### src/verilog/wol_pkg.sv
// Shared constants for the wake-on-LAN detector: register map, field
// positions, filter store layout and CRC settings.
// Assumes a 32-bit APB register bus with one aligned word per register.
package wol_pkg;

  // Register byte addresses on the APB
  localparam logic [7:0] ADDR_WAKE_CTRL = 8'h00; // wake_control_status_reg
  localparam logic [7:0] ADDR_PWR_CTRL = 8'h04; // power_mgmt_control_reg
  localparam logic [7:0] ADDR_STN_LOWER = 8'h08; // station_addr_lower
  localparam logic [7:0] ADDR_STN_UPPER = 8'h0c; // station_addr_upper
  localparam logic [7:0] ADDR_FILT_PORT = 8'h10; // wake_filter_port

  // Field positions in wake_control_status_reg
  localparam int WC_EXACT_EN = 0;
  localparam int WC_BCAST_EN = 1;
  localparam int WC_PATTERN_EN = 2;
  localparam int WC_MAGIC_EN = 3;
  localparam int WC_DEFER = 4;
  localparam int WC_EXACT_SEEN = 5;
  localparam int WC_BCAST_SEEN = 6;
  localparam int WC_PATTERN_SEEN = 7;

  // Field positions in power_mgmt_control_reg
  localparam int PM_GLOBAL_EN = 0;
  localparam int PM_WAKE_STATUS = 1;
  localparam int PM_EVENT_PIN_EN = 2;
  localparam int PM_IRQ_EN = 3;

  // Filter store layout, in words
  localparam int NUM_FILTERS = 8;
  localparam int MASK_WORDS = 4;
  localparam int FILT_WORDS = 40;
  localparam int CMD_BASE = 32;
  localparam int OFS_BASE = 34;
  localparam int CRC_BASE = 36;
  localparam int CMD_ENABLE = 0;
  localparam int CMD_MULTICAST = 3;

  // Frame bookkeeping
  localparam int DA_BYTES = 6;
  localparam int MASK_BITS = 128;
  localparam logic [47:0] BCAST_ADDR = 48'hffff_ffff_ffff;

  // CRC-16, reflected polynomial, all-ones start
  localparam logic [15:0] CRC_POLY_REFL = 16'ha001;
  localparam logic [15:0] CRC_INIT = 16'hffff;

endpackage : wol_pkg
### src/verilog/wol_detector.sv
// Receive-side wake-on-LAN detector: exact address, broadcast and eight
// masked CRC-16 pattern filters, reported through a power control register.
// Assumes receive bytes arrive on clock_i from the MAC receive path, with
// rx_last_i and rx_ok_i marking the final byte of each frame.
//
// Decided for this implementation: the register offsets and the APB register port.
`timescale 1ns/1ps
`default_nettype none

module wol_detector #(
  parameter int NUM_FILT = 8
) (
  // Clock and reset
  input wire logic clock_i,
  input wire logic reset_i,
  // APB slave
  input wire logic psel_i,
  input wire logic penable_i,
  input wire logic pwrite_i,
  input wire logic [7:0] paddr_i,
  input wire logic [31:0] pwdata_i,
  output logic [31:0] prdata_o,
  output logic pready_o,
  output logic pslverr_o,
  // Receive bytes from the MAC
  input wire logic rx_valid_i,
  input wire logic [7:0] rx_data_i,
  input wire logic rx_last_i,
  input wire logic rx_ok_i,
  // Power management side
  input wire logic sleep_i,
  output logic power_event_output_o,
  output logic irq_o,
  output logic rx_normal_enable_o
);

  localparam int IW = 6;
  localparam logic [IW-1:0] LAST_IDX = IW'(wol_pkg::FILT_WORDS - 1);

  if (NUM_FILT != wol_pkg::NUM_FILTERS) begin : g_chk
    $error("wol_detector: filter store holds exactly eight filters");
  end

  // CRC-16 over one byte, lsb first, reflected polynomial
  function automatic logic [15:0] crc_byte(input logic [15:0] c, input logic [7:0] d);
    logic [15:0] r;
    r = c;
    for (int b = 0; b < 8; b++) begin
      if (r[0] ^ d[b]) begin
        r = (r >> 1) ^ wol_pkg::CRC_POLY_REFL;
      end else begin
        r = r >> 1;
      end
    end
    return r;
  endfunction : crc_byte

  // Register state
  logic [7:0] wctrl_q; // wake_control_status_reg
  logic [3:0] pctrl_q; // power_mgmt_control_reg
  logic [31:0] stn_lo_q; // station_addr_lower, first byte in bits 7:0
  logic [15:0] stn_hi_q; // station_addr_upper
  logic [IW-1:0] fidx_q; // Filter port index
  logic [31:0] fmem_rd; // Filter word at the index, registered
  logic [wol_pkg::FILT_WORDS*32-1:0] fwords; // Whole filter store

  // APB handshake: one wait state so read data can come from a flop
  logic access;
  logic done;
  assign access = psel_i & penable_i;
  assign done = access & pready_o;

  logic hit_ctrl, hit_pwr, hit_lo, hit_hi, hit_port;
  assign hit_ctrl = (paddr_i == wol_pkg::ADDR_WAKE_CTRL);
  assign hit_pwr = (paddr_i == wol_pkg::ADDR_PWR_CTRL);
  assign hit_lo = (paddr_i == wol_pkg::ADDR_STN_LOWER);
  assign hit_hi = (paddr_i == wol_pkg::ADDR_STN_UPPER);
  assign hit_port = (paddr_i == wol_pkg::ADDR_FILT_PORT);

  // Ready strobe, high on the second access cycle only
  always_ff @(posedge clock_i) begin
    if (reset_i) begin
      pready_o <= 1'b0;
    end else begin
      pready_o <= access & ~pready_o;
    end
  end

  // Read mux and error, loaded while ready rises
  always_ff @(posedge clock_i) begin
    if (reset_i) begin
      prdata_o <= 32'h0000_0000;
      pslverr_o <= 1'b0;
    end else if (access & ~pready_o) begin
      pslverr_o <= ~(hit_ctrl | hit_pwr | hit_lo | hit_hi | hit_port);
      if (pwrite_i) begin
        prdata_o <= 32'h0000_0000;
      end else if (hit_ctrl) begin
        prdata_o <= {24'h00_0000, wctrl_q};
      end else if (hit_pwr) begin
        prdata_o <= {28'h000_0000, pctrl_q};
      end else if (hit_lo) begin
        prdata_o <= stn_lo_q;
      end else if (hit_hi) begin
        prdata_o <= {16'h0000, stn_hi_q};
      end else if (hit_port) begin
        prdata_o <= fmem_rd;
      end else begin
        prdata_o <= 32'h0000_0000;
      end
    end else begin
      pslverr_o <= 1'b0;
    end
  end

  // Filter port index steps on every completed port access and wraps
  always_ff @(posedge clock_i) begin
    if (reset_i) begin
      fidx_q <= '0;
    end else if (done & hit_port) begin
      if (fidx_q == LAST_IDX) begin
        fidx_q <= '0;
      end else begin
        fidx_q <= fidx_q + IW'(1);
      end
    end
  end

  wol_filter_mem #(
    .WORDS(wol_pkg::FILT_WORDS),
    .IW(IW)
  ) u_mem (
    .clock_i(clock_i),
    .reset_i(reset_i),
    .wr_en_i(done & hit_port & pwrite_i),
    .wr_idx_i(fidx_q),
    .wr_data_i(pwdata_i),
    .rd_idx_i(fidx_q),
    .rd_data_o(fmem_rd),
    .words_o(fwords)
  );

  // Station address registers
  always_ff @(posedge clock_i) begin
    if (reset_i) begin
      stn_lo_q <= 32'h0000_0000;
      stn_hi_q <= 16'h0000;
    end else if (done & pwrite_i) begin
      if (hit_lo) begin
        stn_lo_q <= pwdata_i;
      end else if (hit_hi) begin
        stn_hi_q <= pwdata_i[15:0];
      end
    end
  end

  // Frame tracking: byte count and captured destination address
  logic [10:0] bcnt_q; // Byte index within the frame, saturating
  logic [47:0] da_q; // Destination, first wire byte in bits 7:0
  always_ff @(posedge clock_i) begin
    if (reset_i) begin
      bcnt_q <= 11'h000;
      da_q <= 48'h0000_0000_0000;
    end else if (rx_valid_i) begin
      if (bcnt_q < 11'(wol_pkg::DA_BYTES)) begin
        da_q[bcnt_q[2:0]*8 +: 8] <= rx_data_i;
      end
      if (rx_last_i) begin
        bcnt_q <= 11'h000;
      end else if (bcnt_q != 11'h7ff) begin
        bcnt_q <= bcnt_q + 11'h001;
      end
    end
  end

  // Detection runs unless told to wait for the power-down state
  logic active;
  logic frame_end;
  logic [47:0] stn_addr;
  logic stn_match;
  assign active = ~wctrl_q[wol_pkg::WC_DEFER] | sleep_i;
  assign frame_end = rx_valid_i & rx_last_i & rx_ok_i;
  assign stn_addr = {stn_hi_q, stn_lo_q};
  assign stn_match = (da_q == stn_addr);

  // Per-filter masked CRC; every filter runs in parallel on the same bytes
  logic [NUM_FILT-1:0] filt_hit;
  for (genvar i = 0; i < NUM_FILT; i++) begin : g_filt
    logic [wol_pkg::MASK_BITS-1:0] mask;
    logic [3:0] cmd;
    logic [7:0] ofs;
    logic [15:0] exp_crc;
    logic [11:0] rel;
    logic take;
    logic [15:0] crc_q;
    logic [15:0] crc_now;
    logic addr_ok;
    // Word 4i is mask bits 31:0, lsb = first byte after the offset
    assign mask = fwords[i*wol_pkg::MASK_WORDS*32 +: wol_pkg::MASK_BITS];
    assign cmd = fwords[(wol_pkg::CMD_BASE + i/4)*32 + (i%4)*8 +: 4];
    assign ofs = fwords[(wol_pkg::OFS_BASE + i/4)*32 + (i%4)*8 +: 8];
    assign exp_crc = fwords[(wol_pkg::CRC_BASE + i/2)*32 + (i%2)*16 +: 16];
    assign rel = {1'b0, bcnt_q} - {4'h0, ofs};
    // Offsets of eleven or less would feed address bytes; host keeps them above
    assign take = cmd[wol_pkg::CMD_ENABLE] & (bcnt_q >= {3'h0, ofs})
                  & (rel < 12'(wol_pkg::MASK_BITS)) & mask[rel[6:0]];
    assign crc_now = take ? crc_byte(crc_q, rx_data_i) : crc_q;
    // Unicast filters need the station address; multicast ones a group bit
    assign addr_ok = cmd[wol_pkg::CMD_MULTICAST] ? da_q[0] : stn_match;
    assign filt_hit[i] = cmd[wol_pkg::CMD_ENABLE] & addr_ok
                         & (crc_now == exp_crc);

    // Running CRC, restarted at the end of every frame
    always_ff @(posedge clock_i) begin
      if (reset_i) begin
        crc_q <= wol_pkg::CRC_INIT;
      end else if (rx_valid_i) begin
        if (rx_last_i) begin
          crc_q <= wol_pkg::CRC_INIT;
        end else begin
          crc_q <= crc_now;
        end
      end
    end
  end

  // Detection events, one-cycle pulses at a good frame's end
  logic exact_ev, bcast_ev, pat_ev, any_ev;
  assign exact_ev = frame_end & active & wctrl_q[wol_pkg::WC_EXACT_EN] & stn_match;
  assign bcast_ev = frame_end & active & wctrl_q[wol_pkg::WC_BCAST_EN]
                    & (da_q == wol_pkg::BCAST_ADDR);
  assign pat_ev = frame_end & active & wctrl_q[wol_pkg::WC_PATTERN_EN] & (|filt_hit);
  assign any_ev = exact_ev | bcast_ev | pat_ev;

  // Wake control register: enables written, seen flags write-one-to-clear
  always_ff @(posedge clock_i) begin
    if (reset_i) begin
      wctrl_q <= 8'h00;
    end else begin
      if (done & pwrite_i & hit_ctrl) begin
        wctrl_q[wol_pkg::WC_DEFER:0] <= pwdata_i[wol_pkg::WC_DEFER:0];
        wctrl_q[7:5] <= wctrl_q[7:5] & ~pwdata_i[7:5];
      end
      // Hardware set wins over a clear in the same cycle
      if (exact_ev) begin
        wctrl_q[wol_pkg::WC_EXACT_SEEN] <= 1'b1;
      end
      if (bcast_ev) begin
        wctrl_q[wol_pkg::WC_BCAST_SEEN] <= 1'b1;
      end
      if (pat_ev) begin
        wctrl_q[wol_pkg::WC_PATTERN_SEEN] <= 1'b1;
      end
    end
  end

  // Power control register with the sticky wake status
  always_ff @(posedge clock_i) begin
    if (reset_i) begin
      pctrl_q <= 4'h0;
    end else begin
      if (done & pwrite_i & hit_pwr) begin
        pctrl_q[wol_pkg::PM_GLOBAL_EN] <= pwdata_i[wol_pkg::PM_GLOBAL_EN];
        pctrl_q[wol_pkg::PM_EVENT_PIN_EN] <= pwdata_i[wol_pkg::PM_EVENT_PIN_EN];
        pctrl_q[wol_pkg::PM_IRQ_EN] <= pwdata_i[wol_pkg::PM_IRQ_EN];
        if (pwdata_i[wol_pkg::PM_WAKE_STATUS]) begin
          pctrl_q[wol_pkg::PM_WAKE_STATUS] <= 1'b0;
        end
      end
      if (any_ev) begin
        pctrl_q[wol_pkg::PM_WAKE_STATUS] <= 1'b1;
      end
    end
  end

  // Output pins: status only reaches them through the global enable
  always_ff @(posedge clock_i) begin
    if (reset_i) begin
      power_event_output_o <= 1'b0;
      irq_o <= 1'b0;
    end else begin
      power_event_output_o <= pctrl_q[wol_pkg::PM_WAKE_STATUS] & pctrl_q[wol_pkg::PM_GLOBAL_EN]
                              & pctrl_q[wol_pkg::PM_EVENT_PIN_EN];
      irq_o <= pctrl_q[wol_pkg::PM_WAKE_STATUS] & pctrl_q[wol_pkg::PM_GLOBAL_EN]
               & pctrl_q[wol_pkg::PM_IRQ_EN];
    end
  end

  // Normal reception is held off while exact, broadcast or pattern detection is on
  always_ff @(posedge clock_i) begin
    if (reset_i) begin
      rx_normal_enable_o <= 1'b1;
    end else begin
      rx_normal_enable_o <= ~(wctrl_q[wol_pkg::WC_EXACT_EN] | wctrl_q[wol_pkg::WC_BCAST_EN]
                              | wctrl_q[wol_pkg::WC_PATTERN_EN]);
    end
  end

endmodule : wol_detector
`default_nettype wire

### src/verilog/wol_filter_mem.sv
// Word store for the wake-up frame filters with a registered read port
// and a flat view of every word for the match logic.
// Assumes writes and reads are issued by one owner on the same clock.
`timescale 1ns/1ps
`default_nettype none
module wol_filter_mem #(
  parameter int WORDS = 40,
  parameter int IW = 6
) (
  // Clock and reset
  input wire logic clock_i,
  input wire logic reset_i,
  // Write port
  input wire logic wr_en_i,
  input wire logic [IW-1:0] wr_idx_i,
  input wire logic [31:0] wr_data_i,
  // Read port, data one cycle after the index
  input wire logic [IW-1:0] rd_idx_i,
  output logic [31:0] rd_data_o,
  // Every word, for the matchers
  output logic [WORDS*32-1:0] words_o
);

  logic [31:0] mem_q [WORDS]; // Storage words

  if (WORDS > (1 << IW)) begin : g_chk
    $error("wol_filter_mem: index too narrow");
  end

  // Storage cleared by reset so a half-loaded set never matches garbage
  always_ff @(posedge clock_i) begin
    if (reset_i) begin
      for (int k = 0; k < WORDS; k++) begin
        mem_q[k] <= 32'h0000_0000;
      end
    end else if (wr_en_i) begin
      mem_q[wr_idx_i] <= wr_data_i;
    end
  end

  // Registered read data
  always_ff @(posedge clock_i) begin
    if (reset_i) begin
      rd_data_o <= 32'h0000_0000;
    end else begin
      rd_data_o <= mem_q[rd_idx_i];
    end
  end

  // Flat view
  always_comb begin
    for (int k = 0; k < WORDS; k++) begin
      words_o[k*32 +: 32] = mem_q[k];
    end
  end

endmodule : wol_filter_mem
`default_nettype wire

### config.mk
export PLATFORM = sky130hd
export DESIGN_NAME = wol_detector
export DESIGN_NICKNAME = d
export VERILOG_FILES = /design/src/verilog/wol_pkg.sv /design/src/verilog/wol_detector.sv /design/src/verilog/wol_filter_mem.sv
export SDC_FILE = /design/constraint.sdc
export NUM_CORES = 2
export LEC_CHECK = 0
export BUFFER_PORTS_ARGS = -buffer_cell sky130_fd_sc_hd__buf_2
export CELL_PAD_IN_SITES_DETAIL_PLACEMENT = 1
export CELL_PAD_IN_SITES_GLOBAL_PLACEMENT = 1
export CORE_AREA = 2 2 503 505
export CTS_CLUSTER_DIAMETER = 150
export DETAILED_ROUTE_END_ITERATION = 6
export DIE_AREA = 0 0 505 507
export PLACE_DENSITY_LB_ADDON = 0.1
export SYNTH_ARGS = -nofsm -noshare
export SYNTH_HDL_FRONTEND = slang
export SYNTH_SLANG_ARGS = --single-unit
### constraint.sdc
create_clock -name clock_i -period 9.8 [get_ports clock_i]
set_clock_uncertainty 0.15 [all_clocks]
set_input_delay 1.96 -clock clock_i [delete_from_list [all_inputs] [get_ports clock_i]]
set_output_delay 1.96 -clock clock_i [all_outputs]
set_load 0.02 [all_outputs]
==> flow_metrics.tcl <==
set metrics [dict create \
    placed_cells 11500 \
    clock_latency_ns 1.00 \
    yosysWarnings 0 \
    cts_buffer_depth 4 \
    grt_start_max_net_pins 116 \
    status "complete, but fails checks" \
    synth-seq-cells 2370 \
    start_util 0.447 \
    max_slew.worst_pin.slew_ns 1.56 \
    hold_depth 2 \
    drv_slew 4 \
    r2r-start "bcnt_q[0]$_SDFFE_PP0P_" \
    layout_common_cells "2,048 x edfxtp_1, 1,288 x and2_1, 605 x a22oi_1" \
    tns_ns 0 \
    final_common_cell "edfxtp_1" \
    clk_pin_slew_ns 0.06 \
    holdPathEnd "prdata_o[10]$_SDFFE_PP0P_" \
    period_share 0.707 \
    fmax_mhz 144 \
    yosysSeqAreaShare 0.606 \
    rsz0062_at_grt "false" \
    postRouteAntennaNets 0 \
    grt_pass1_wl_um 648000 \
    drt_wl_total_um 472000 \
    post_cts_buffers 0 \
    cts_made_buffers 286 \
    viasPerCell 6.73 \
    cts.root.buffer_cell "clkbuf_16" \
    die_y_um 507 \
    synth_enable_flop_cells 2048 \
    grt_use_total 0.361 \
    port_buffers 93 \
    failed_checks "capacitance limit, slew limit" \
    irDropWorstVdd_v 0.000223 \
    hp-class "flop to flop" \
    route.vias.total 80800 \
    cts_resized 0 \
    crit_type "flop to flop" \
    drive_gt1_frac 0.143 \
    overflow 0 \
    critPathMaxFanout 32 \
    setup_violations 0 \
    synth_area_sq_um 112000 \
    critical_path_arrival_ns 7.58 \
    dr.pass1.iters 6 \
    powerDensity_nw_per_um2 191 \
    clkSinkCount 2370 \
    area_delta_synth_final_pct 12.0 \
    cp.required_ns 10.45 \
    rows 184 \
    final-hold-violation-count 0 \
    holdBufCountCts 0 \
    drt_iter0_drc 13100 \
    worstSetupStartpointType "flop" \
    dp_hpwl_um 310000 \
    p_leak_nw 42.4 \
    fin_crit_ns 6.93 \
    synth_flop_cell "edfxtp_1" \
    antenna_found_initial 62 \
    syn_nets 8641 \
    drc 0 \
    avgSynthCellArea_sq_um 13.2 \
    die_w_um 505 \
    multiInputGateArea_sq_um 41400 \
    finalNetCount 8561 \
    grt_pass1_vias 79000 \
    reg2reg_slack_ns 2.87 \
    ys_types 92 \
    p_total_w 0.0240 \
    drv_cap 3 \
    cp-end-kind "flop" \
    htree_levels 5 \
    place_congestion 0.960 \
    core_area_sq_um 250000 \
    synthCells 8505 \
    r2r_end "pctrl_q[1]$_SDFFE_PP0P_" \
    ys_async_sr_fraction 0 \
    ios 94 \
    die_area_sq_um 256000 \
    hold_start "prdata_o[10]$_SDFFE_PP0P_" \
    worstRegToRegCells 16 \
    nFillCells 24800 \
    slew_headroom -0.0496 \
    wl_per_cell_um 39.3 \
    cts_tree "built" \
    stdcell_count 12000 \
    seq_area_sq_um 67900 \
]
## power breakdown
part	leakage [nW]	internal [W]	switching [W]
registers	21.8	0.0112	0.000261
logic	16.3	0.000720	0.00130
clock network	4.41	0.00614	0.00436
## cells by family after synthesis
family,count (synthesis),share of synthesized area
flops,2370,0.606
fa+ha+maj,79,0.00936
simple gates,2422,0.120
xor+xnor,489,0.0404
mux,474,0.0751
compound gates,1831,0.119
buf+inv,840,0.0292
## flip-flops by register name, summed over array words and instances, names as in the netlist
register,flops
bcnt_q,11
da_q,48
fidx_q,6
g_filt.crc_q,128
irq_o,1
pctrl_q,4
power_event_output_o,1
prdata_o,32
pready_o,1
pslverr_o,1
rx_normal_enable_o,1
stn_hi_q,16
stn_lo_q,32
u_mem.mem_q,2048
u_mem.rd_data_o,32
wctrl_q,8
## metal layers
layer,part of all wire,GRT usage
met5,0.00042,0
met4,0.059,0.181
met3,0.11,0.0811
met2,0.44,0.542
met1,0.39,0.493
## through the flow
| step | hold slack, ns | utilization | cell area, sq um | setup WS, ns |
|---|---|---|---|---|
| final | 0.305 | 0.501 | 126000 | 2.87 |
| after global routing | 0.326 | 0.501 | 125000 | 2.83 |
| after CTS | 0.308 | 0.501 | 125000 | 3.10 |
| after detailed placement | 0.301 | 0.465 | 117000 | 3.13 |
| after global placement | 0.292 | 0.465 | 117000 | 3.31 |
| after floorplan | 0.281 | - | 112000 | 3.77 |
## how the worst max path moves through the flow
| stage | endpoint | cells past startpoint | start |
|---|---|---|---|
| 3_5_place_dp | pctrl_q[1]$_SDFFE_PP0P_ | 17 | bcnt_q[0]$_SDFFE_PP0P_ |
| 3_3_place_gp | pctrl_q[1]$_SDFFE_PP0P_ | 17 | bcnt_q[0]$_SDFFE_PP0P_ |
| 2_1_floorplan | u_mem.mem_q[62][0]$_DFFE_PP_ | 5 | paddr_i[0] |
| 4_1_cts | pctrl_q[1]$_SDFFE_PP0P_ | 17 | bcnt_q[0]$_SDFFE_PP0P_ |
| 5_1_grt | pctrl_q[1]$_SDFFE_PP0P_ | 17 | bcnt_q[0]$_SDFFE_PP0P_ |
| 6_report | pctrl_q[1]$_SDFFE_PP0P_ | 16 | bcnt_q[0]$_SDFFE_PP0P_ |
## critical path, cell delays in order, from the launching register on
cell	delay [ns]
dfxtp_1	0.42
inv_1	0.22
buf_4	0.40
ha_2	0.28
inv_1	0.06
fa_2	1.22
mux4_2	0.46
mux4_2	0.54
nor2b_1	0.16
a211oi_1	0.28
a21oi_1	0.11
nand4b_1	0.69
or4_1	0.24
nand4_1	0.12
a2111oi_0	0.95
a41o_1	0.30
a21oi_1	0.07
## cell type report
type / instances / area share
multi-input cells: 5295 / 0.329
clock inverters: 146 / 0.0112
diodes: 26 / 0.000518
repair buffers: 336 / 0.0200
well taps: 3348 / 0.0334
flip-flops and latches: 2370 / 0.541
inverters: 136 / 0.00407
clock buffers: 349 / 0.0601
## synth_stat cells, types with 13 or more instances
cell type  number  area share
nand4_1        91      0.0051
nor3b_1        13     0.00087
ha_1           71      0.0079
xor2_1        160       0.013
a21oi_1       220      0.0098
nor2b_1        18      0.0010
a211oi_1       16      0.0011
mux2_2         17      0.0017
and3_1         15     0.00084
mux4_2        283       0.057
nand3_1       102      0.0046
a21o_1         16      0.0011
clkbuf_1      601       0.020
mux2i_1       167       0.015
nor3_1         41      0.0018
a22o_1        223       0.017
a22oi_1       605       0.041
xnor2_1       309       0.024
and2_1       1289       0.072
nor4_1         90      0.0050
nor2_1        246      0.0082
buf_4          14     0.00094
o21ai_0       100      0.0045
a31oi_1       237       0.013
a221oi_1      235       0.018
dfxtp_1       322       0.058
or2_2          49      0.0027
buf_2          23      0.0010
buf_1          61      0.0020
o211ai_1       49      0.0033
inv_1         135      0.0045
o22ai_1        24      0.0013
nand2_1       396       0.013
edfxtp_1     2048        0.55
Note: power is estimated with default switching activity, not from simulation.
